**src/shared/fps_pkg.sv**
```systemverilog
package fps_pkg;
   localparam logic [31:0] STATUS_ADDR = 32'h4004_0520;
   localparam logic [31:0] INT_STAT_ADDR = 32'h4004_0524;
   localparam logic [31:0] INT_MASK_ADDR = 32'h4004_0528;
   // flash array occupies addresses whose bits 31:19 match this
   localparam logic [12:0] FLASH_REGION = 13'h0000;

   localparam int NBLK = 6;
   localparam int PROT_LSB = 16;
   localparam int RDY_BIT = 0;
   localparam int ID_SEL_HI = 15;
   localparam int ID_SEL_LO = 14;
   localparam logic [5:0] PROT_NONE = 6'h00;
   localparam logic RDY_RESET = 1'b1;

   localparam logic [7:0] CMD_ADDR_A = 8'h54;
   localparam logic [7:0] CMD_ADDR_B = 8'haa;
   localparam logic [7:0] D_UNLOCK1 = 8'haa;
   localparam logic [7:0] D_UNLOCK2 = 8'h55;
   localparam logic [7:0] D_READ_RESET = 8'hf0;
   localparam logic [7:0] D_ID_QUERY = 8'h90;
   localparam logic [7:0] D_PROT_ERASE = 8'h6a;

   localparam int IRQ_W = 3;
   localparam int IRQ_DONE = 0;
   localparam int IRQ_FAIL = 1;
   localparam int IRQ_ABANDON = 2;
   localparam logic [IRQ_W-1:0] IRQ_RESET = 3'h0;

   localparam int CLK_NS = 100;
   localparam int ARRAY_ERASE_NS = 200000;
   localparam int PROT_ERASE_NS = 20000;
   localparam int ARRAY_ERASE_CYC = (ARRAY_ERASE_NS / CLK_NS < 1) ? 1 : ARRAY_ERASE_NS / CLK_NS;
   localparam int PROT_ERASE_CYC = (PROT_ERASE_NS / CLK_NS < 1) ? 1 : PROT_ERASE_NS / CLK_NS;
   localparam int CNT_W = 12;

   typedef enum logic [2:0] {
      SEQ_IDLE, SEQ_C1, SEQ_C2, SEQ_ID4, SEQ_P4, SEQ_P5, SEQ_P6, SEQ_P7
   } fps_seq_t;

   typedef enum logic [1:0] {
      ERS_IDLE, ERS_ARRAY, ERS_PROT, ERS_FAIL
   } fps_ers_t;
endpackage

```
**src/hdl/fps_eraser.sv**
```systemverilog
`timescale 1ns/10ps
module fps_eraser
   import fps_pkg::*;
(
   input wire logic clock, // system clock
   input wire logic rst_n, // async reset, active low
   input wire logic ce, // clock enable
   input wire logic start, // one-cycle start of protection erase
   input wire logic array_fail, // array macro reports a failed erase
   output logic busy, // erase in progress
   output logic failed, // erase failed, locked until reset
   output logic array_phase, // array cells being erased
   output logic prot_phase, // protection bits being erased
   output logic done, // one-cycle pulse, erase finished well
   output logic prot_clr // one-cycle pulse, clear protection bits
);
   typedef struct packed {
      fps_ers_t phase;
      logic [CNT_W-1:0] cnt;
      logic done;
      logic prot_clr;
   } fps_ers_state_t;

   fps_ers_state_t s_q;
   fps_ers_state_t s_d;

   always_comb
   begin
      s_d = s_q;
      s_d.done = 1'b0;
      s_d.prot_clr = 1'b0;
      case (s_q.phase)
         ERS_IDLE:
         begin
            if (start)
            begin
               s_d.phase = ERS_ARRAY;
               s_d.cnt = CNT_W'(ARRAY_ERASE_CYC - 1);
            end
         end
         ERS_ARRAY:
         begin
            if (array_fail)
               s_d.phase = ERS_FAIL;
            else if (s_q.cnt == '0)
            begin
               // protection bits only go after the array is blank
               s_d.phase = ERS_PROT;
               s_d.cnt = CNT_W'(PROT_ERASE_CYC - 1);
            end
            else
               s_d.cnt = s_q.cnt - 1'b1;
         end
         ERS_PROT:
         begin
            if (s_q.cnt == '0)
            begin
               s_d.phase = ERS_IDLE;
               s_d.done = 1'b1;
               s_d.prot_clr = 1'b1;
            end
            else
               s_d.cnt = s_q.cnt - 1'b1;
         end
         ERS_FAIL: s_d.phase = ERS_FAIL;
         default: s_d.phase = ERS_IDLE;
      endcase
   end

   always_ff @(posedge clock or negedge rst_n)
   begin
      if (!rst_n)
         s_q <= '{phase: ERS_IDLE, cnt: '0, done: 1'b0, prot_clr: 1'b0};
      else if (ce)
         s_q <= s_d;
   end

   assign busy = (s_q.phase == ERS_ARRAY) || (s_q.phase == ERS_PROT);
   assign failed = (s_q.phase == ERS_FAIL);
   assign array_phase = (s_q.phase == ERS_ARRAY);
   assign prot_phase = (s_q.phase == ERS_PROT);
   assign done = s_q.done;
   assign prot_clr = s_q.prot_clr;
endmodule

```
**src/hdl/fps_top.sv**
```systemverilog
`timescale 1ns/10ps
module fps_top
   import fps_pkg::*;
#(
   // identifier words, values arbitrary
   parameter logic [31:0] ID_WORD0 = 32'h0000_0011,
   parameter logic [31:0] ID_WORD1 = 32'h0000_0022,
   parameter logic [31:0] ID_WORD2 = 32'h0000_0033,
   parameter logic [31:0] ID_WORD3 = 32'h0000_0044
)
(
   input wire logic clock, // system clock, 10 MHz
   input wire logic rst_n, // async reset, active low
   input wire logic ce, // clock enable, freezes all state when low
   input wire logic [31:0] bus_addr, // byte address
   input wire logic [31:0] bus_wdata, // write data
   input wire logic bus_wr, // write strobe
   input wire logic bus_rd, // read strobe
   output logic [31:0] bus_rdata, // read data, cycle after strobe
   input wire logic [31:0] array_rdata, // array macro word at bus_addr
   input wire logic array_fail, // array macro erase failure
   input wire logic [NBLK-1:0] protect_init, // nonvolatile protection bits
   output logic array_erase, // array erase active
   output logic protect_erase, // protection bit erase active
   output logic [31:0] protect_bit_select_addr, // seventh cycle address
   output logic irq // level interrupt
);
   typedef struct packed {
      fps_seq_t seq;
      logic id_mode;
      logic [1:0] id_sel;
      logic [NBLK-1:0] prot;
      logic prot_loaded;
      logic [31:0] sel_addr;
      logic [31:0] rdata;
      logic [IRQ_W-1:0] int_stat;
      logic [IRQ_W-1:0] int_mask;
      logic irq;
      logic array_erase;
      logic protect_erase;
   } fps_top_state_t;

   fps_top_state_t s_q;
   fps_top_state_t s_d;
   logic start;
   logic ers_busy;
   logic ers_failed;
   logic ers_array;
   logic ers_prot;
   logic ers_done;
   logic ers_prot_clr;
   logic locked;
   logic wr_flash;
   logic rd_flash;
   logic abandon;
   logic [IRQ_W-1:0] events;

   // command cycle match; bits 1:0 must be zero or the cycle is foreign
   function automatic logic cmd_hit(
      input logic [31:0] a,
      input logic [31:0] d,
      input logic [7:0] ah,
      input logic [7:0] dv
   );
      cmd_hit = (a[15:8] == ah) && (a[1:0] == 2'b00) && (d[7:0] == dv);
   endfunction

   function automatic logic in_flash(input logic [31:0] a);
      in_flash = (a[31:19] == FLASH_REGION);
   endfunction

   function automatic logic [31:0] id_word(input logic [1:0] sel);
      case (sel)
         2'd0: id_word = ID_WORD0;
         2'd1: id_word = ID_WORD1;
         2'd2: id_word = ID_WORD2;
         default: id_word = ID_WORD3;
      endcase
   endfunction

   fps_eraser u_eraser (
      .clock(clock),
      .rst_n(rst_n),
      .ce(ce),
      .start(start),
      .array_fail(array_fail),
      .busy(ers_busy),
      .failed(ers_failed),
      .array_phase(ers_array),
      .prot_phase(ers_prot),
      .done(ers_done),
      .prot_clr(ers_prot_clr)
   );

   // a failed erase locks the sequencer just like a running one
   assign locked = ers_busy | ers_failed;
   assign wr_flash = bus_wr && in_flash(bus_addr);
   assign rd_flash = bus_rd && in_flash(bus_addr);

   always_comb
   begin
      s_d = s_q;
      start = 1'b0;
      abandon = 1'b0;

      // protection state comes from the nonvolatile bits once after reset
      if (!s_q.prot_loaded)
      begin
         s_d.prot = protect_init;
         s_d.prot_loaded = 1'b1;
      end

      if (wr_flash && !locked)
      begin
         case (s_q.seq)
            SEQ_IDLE:
            begin
               if (cmd_hit(bus_addr, bus_wdata, CMD_ADDR_A, D_UNLOCK1))
                  s_d.seq = SEQ_C1;
               else if (s_q.id_mode)
                  s_d.id_sel = bus_addr[ID_SEL_HI:ID_SEL_LO];
            end
            SEQ_C1:
            begin
               if (cmd_hit(bus_addr, bus_wdata, CMD_ADDR_B, D_UNLOCK2))
                  s_d.seq = SEQ_C2;
               else
                  abandon = 1'b1;
            end
            SEQ_C2:
            begin
               if (cmd_hit(bus_addr, bus_wdata, CMD_ADDR_A, D_READ_RESET))
               begin
                  s_d.seq = SEQ_IDLE;
                  s_d.id_mode = 1'b0;
               end
               else if (cmd_hit(bus_addr, bus_wdata, CMD_ADDR_A, D_ID_QUERY))
                  s_d.seq = SEQ_ID4;
               else if (cmd_hit(bus_addr, bus_wdata, CMD_ADDR_A, D_PROT_ERASE))
                  s_d.seq = SEQ_P4;
               else
                  abandon = 1'b1;
            end
            SEQ_ID4:
            begin
               s_d.seq = SEQ_IDLE;
               s_d.id_mode = 1'b1;
               s_d.id_sel = bus_addr[ID_SEL_HI:ID_SEL_LO];
            end
            SEQ_P4:
            begin
               if (cmd_hit(bus_addr, bus_wdata, CMD_ADDR_A, D_UNLOCK1))
                  s_d.seq = SEQ_P5;
               else
                  abandon = 1'b1;
            end
            SEQ_P5:
            begin
               if (cmd_hit(bus_addr, bus_wdata, CMD_ADDR_B, D_UNLOCK2))
                  s_d.seq = SEQ_P6;
               else
                  abandon = 1'b1;
            end
            SEQ_P6:
            begin
               if (cmd_hit(bus_addr, bus_wdata, CMD_ADDR_A, D_PROT_ERASE))
                  s_d.seq = SEQ_P7;
               else
                  abandon = 1'b1;
            end
            SEQ_P7:
            begin
               if ((bus_wdata[7:0] == D_PROT_ERASE) && (bus_addr[1:0] == 2'b00))
               begin
                  s_d.seq = SEQ_IDLE;
                  s_d.sel_addr = bus_addr;
                  s_d.id_mode = 1'b0;
                  start = 1'b1;
               end
               else
                  abandon = 1'b1;
            end
            default: s_d.seq = SEQ_IDLE;
         endcase
         if (abandon)
            s_d.seq = SEQ_IDLE;
      end

      // a finished erase ends with every block unprotected and blank; a failed one keeps the protection bits
      if (ers_prot_clr)
         s_d.prot = PROT_NONE;

      s_d.array_erase = ers_array | start;
      s_d.protect_erase = ers_prot;

      // read data stands for one cycle only
      s_d.rdata = '0;
      if (bus_rd)
      begin
         if (bus_addr == STATUS_ADDR)
         begin
            s_d.rdata[PROT_LSB +: NBLK] = s_q.prot;
            // ready waits for the cleared protection bits to land
            s_d.rdata[RDY_BIT] = ~locked & ~ers_prot_clr;
         end
         else if (bus_addr == INT_STAT_ADDR)
            s_d.rdata[IRQ_W-1:0] = s_q.int_stat;
         else if (bus_addr == INT_MASK_ADDR)
            s_d.rdata[IRQ_W-1:0] = s_q.int_mask;
         else if (rd_flash && !locked)
         begin
            if (s_q.id_mode)
               s_d.rdata = id_word(s_q.id_sel);
            else
               s_d.rdata = array_rdata;
         end
      end

      // events win over a simultaneous write-one clear
      events = '0;
      events[IRQ_DONE] = ers_done;
      events[IRQ_FAIL] = ers_array & array_fail;
      events[IRQ_ABANDON] = abandon;
      if (bus_wr && (bus_addr == INT_STAT_ADDR))
         s_d.int_stat = s_q.int_stat & ~bus_wdata[IRQ_W-1:0];
      s_d.int_stat = s_d.int_stat | events;
      if (bus_wr && (bus_addr == INT_MASK_ADDR))
         s_d.int_mask = bus_wdata[IRQ_W-1:0];
      s_d.irq = |(s_d.int_stat & s_d.int_mask);
   end

   always_ff @(posedge clock or negedge rst_n)
   begin
      if (!rst_n)
      begin
         s_q <= '{
            seq: SEQ_IDLE,
            id_mode: 1'b0,
            id_sel: 2'b00,
            prot: PROT_NONE,
            prot_loaded: 1'b0,
            sel_addr: '0,
            rdata: '0,
            int_stat: IRQ_RESET,
            int_mask: IRQ_RESET,
            irq: 1'b0,
            array_erase: 1'b0,
            protect_erase: 1'b0
         };
      end
      else if (ce)
         s_q <= s_d;
   end

   assign bus_rdata = s_q.rdata;
   assign array_erase = s_q.array_erase;
   assign protect_erase = s_q.protect_erase;
   assign protect_bit_select_addr = s_q.sel_addr;
   assign irq = s_q.irq;
endmodule

```
**config.mk**
```make
export PLATFORM = sky130hd
export DESIGN_NAME = fps_top
export DESIGN_NICKNAME = d
export VERILOG_FILES = /design/src/shared/fps_pkg.sv /design/src/hdl/fps_eraser.sv /design/src/hdl/fps_top.sv
export SDC_FILE = /design/constraint.sdc
export NUM_CORES = 1
export LEC_CHECK = 0
export BUFFER_PORTS_ARGS = -buffer_cell sky130_fd_sc_hd__buf_4
export CAP_MARGIN = 5
export CORE_ASPECT_RATIO = 1.4
export CORE_UTILIZATION = 35
export DETAILED_ROUTE_END_ITERATION = 8
export PLACE_DENSITY = 0.56
export SLEW_MARGIN = 10
export SYNTH_ARGS = -nofsm -noshare
export SYNTH_HDL_FRONTEND = slang
export SYNTH_SLANG_ARGS = --single-unit
```
**constraint.sdc**
```tcl
create_clock -name clock -period 3.3 [get_ports clock]
set_input_delay 0.495 -clock clock [delete_from_list [all_inputs] [get_ports clock]]
set_output_delay 0.495 -clock clock [all_outputs]
set_load 0.05 [all_outputs]
```
==> run_results.csv <==
group,metric,value,unit
outcome,outcome,"complete, no violations",
yosys,netlist_instances,512,
route,drc,0,
grt,grt_max_degree,54,
finish,diodes,0,
power_and_ir_drop,p_leak,0.003203,uW
grt,grt_pass1_vias,4227,
yosys,ys_async_sr_fraction,100.0,%
yosys,ys_seq_area_share,45.90,%
critical_path,rr_worst_depth,8,
route,ant_nets,0,
finish,syn_to_final_growth,20.50,%
yosys,syn_area_per_cell,10.75,sq um
critical_path,startpoint_type,"flip-flop",
critical_path,cpPeakStageDelay,0.49,ns
power_and_ir_drop,power_frac_seq,49.2,%
timing,rsz0062_at_grt,"false",
floorplan,start_util,36.26,%
floorplan,coreArea,15190,sq um
timing,finalCriticalPeriod,2.729,ns
route,num_vias,4155,
grt,track_usage,17.43,%
critical_path,worst-r2r-setup-slack,0.57,ns
floorplan,row_count,53,
route,wl_met2,7141,um
finish,fillCellCount,1479,
floorplan,die_area,16250,sq um
timing,finalMaxSlewViolations,0,
place,io_buffers,150,
route,vias_per_cell,5.240,
timing,worst_pin_slew,0.7159,ns
run,cap_violations,0,
timing,hold_viol_final,0,
critical_path,r2r_start,"u_eraser.s_q[2]",
floorplan,io_pins,175,
critical_path,path_cells,"inv_1 -> ha_1 -> or3b_4 -> or3_1 -> or3_4 -> a21oi_4 -> o41ai_1 -> a22o_1",
critical_path,crit_slowest_cell,"or3_1",
place,gp_congestion,0.8702,
route,routed.top_layer,"met4",
power_and_ir_drop,powerDensity,396.2,nW/um^2
clocking,cts_tree,"yes",
critical_path,critPathKind,"flip-flop to flip-flop",
grt,grt-ovfl-total,0,
route,drt-total-wl,13760,um
critical_path,r2r-end,"u_eraser.s_q[11]",
finish,final_common_cell,"buf_4",
route,wl_met3,723,um
yosys,ys_ff_latch,101,
timing,max_freq,0.3664,GHz
yosys,yosysWarningCount,0,
critical_path,worstPathArrival,2.97,ns
timing,maxSlewHeadroom,52.28,%
clocking,root_buffer,"clkbuf_16",
route,wl_per_cell,17.36,um
timing,timing.hold.ws,0.1936,ns
clocking,cts_made_buffers,9,
clocking,htreeDepth,3,
yosys,synth_edf_count,0,
critical_path,path_max_fanout,8,
critical_path,cp.required,3.54,ns
grt,grt_pass1_wl,21840,um
yosys,ys_types,72,
finish,layout_common_cells,"157 x buf_4, 101 x dfrtp_1, 29 x nand2_1, 29 x a22o_1, 19 x nor2_1",
floorplan,die_y,150.4,um
yosys,synth_area,5507,sq um
critical_path,endpoint_kind,"flip-flop",
power_and_ir_drop,p_int,1934,uW
yosys,ys.flop_type,"dfrtp_1",
yosys,mappedNetlistNets,627,
clocking,cts.path.max_buffers,2,
route,drtIter0Drc,238,
timing,setup-violations-final,0,
route,wirelength_met1,5677,um
clocking,postCtsHoldBufs,0,
power_and_ir_drop,switching_share,26.44,%
power_and_ir_drop,p_clk_share,41.0,%
power_and_ir_drop,ir_drop,0.0002006,V
min_path,hp-class,"input pin to async pin",
finish,nets,711,
finish,multi_input_area,2323,sq um
clocking,insertion_delay,0.35,ns
place,place_hpwl,10260,um
timing,post-route-period-util,82.71,%
grt,antenna_found_initial,0,
timing,setup_tns,0,ns
route,firstDrtPassIters,4,
clocking,cts_num_sinks,101,
clocking,cts_resized,0,
clocking,post-cts-setup-buffers,0,
floorplan,fp.dieW,108.0,um
clocking,clkTransAtPathRegs,0.08,ns
timing,final.setup_skew,0.01020,ns
power_and_ir_drop,combinationalPowerShare,9.8,%
power_and_ir_drop,p_sw,695.1,uW
finish,seq_area,2527,sq um
finish,drive_above_1_share,35.77,%
critical path, delay by kind of cell (launching register included):
family	cells	cell delay [ns]
compound gates	3	0.63
fa+ha+maj	1	0.17
buf+inv	1	0.07
flops	1	0.42
simple gates	3	1.33
per-stage QoR:
step	util (%)	power [uW]	area (sq um)	worst slack, ns	std cells
6_report	43.69	2629	6635	0.5705	793
5_1_grt	43.69	2752	6635	0.4537	793
4_1_cts	43.69	2666	6635	0.5577	793
3_5_place_dp	41.76	1580	6341	0.4264	777
3_3_place_gp	41.76	1570	6341	0.3822	777
2_1_floorplan	-	1428	5507	0.7948	512
layer usage:
layer | vias up | track usage [%]
met3 | 21 | 3.593
met4 | 0 | 5.753
met1 | 2020 | 20.92
met2 | 122 | 30.73
met5 | - | 0
li1 | 1992 | -
synth_stat cells, types with 10 or more instances:
library cell	instances	share of area, %
nor3_1	13	1.2
o2bb2ai_1	12	1.9
buf_4	65	8.9
nand2_1	29	2.0
inv_1	18	1.2
a22oi_1	12	1.6
o21ai_0	13	1.2
nor2_1	20	1.4
a22o_1	29	4.6
mux2_2	14	2.9
mux2_4	10	2.7
dfrtp_1	101	46
and2_1	18	2.0
how the worst max path moves through the flow:
stage                     slack, ns               end  depth (start not counted)             from
final                          0.57  u_eraser.s_q[11]                          8  u_eraser.s_q[2]
after global routing           0.45   u_eraser.s_q[5]                          8  u_eraser.s_q[2]
after CTS                      0.56  u_eraser.s_q[11]                          8  u_eraser.s_q[2]
after detailed placement       0.43           s_q[84]                          7      bus_addr[1]
after global placement         0.38           s_q[84]                          7      bus_addr[1]
after floorplan                0.79  u_eraser.s_q[11]                          9  u_eraser.s_q[2]
power groups by stage:
stage,clock network (uW),registers (uW),logic [uW]
3_3_place_gp,0,1320,254
5_1_grt,1170,1300,289
2_1_floorplan,0,1310,115
6_report,1080,1290,258
3_5_place_dp,0,1320,263
4_1_cts,1110,1290,263
final cells by class:
cell class / instances / share of cell area, %
Tap cell: 192 / 3.621
Inverter: 19 / 1.075
Multi-Input combinational cell: 308 / 35.02
Clock inverter: 7 / 1.037
Clock buffer: 9 / 3.394
Sequential cell: 101 / 38.09
Timing Repair Buffer: 157 / 17.76
registers in the layout, indices dropped and copies added, names as in the netlist:
signal	flops
bus_rdata	32
protect_bit_select_addr	32
s_q	19
u_eraser.s_q	14
array_erase	1
irq	1
protect_erase	1
u_eraser.prot_clr	1
cell families after synthesis:
family                   Yosys count  synth area share, %
AND/OR/NAND/NOR                  150                16.66
AO/OA/AOI/OAI                    120                17.06
buffers and inverters            103                11.95
flip-flops                       101                45.90
multiplexers                      30                6.680
adder cells (fa/ha/maj)            7                1.590
XOR/XNOR                           1               0.1591
No activity file was read; power rests on OpenSTA's default activity.
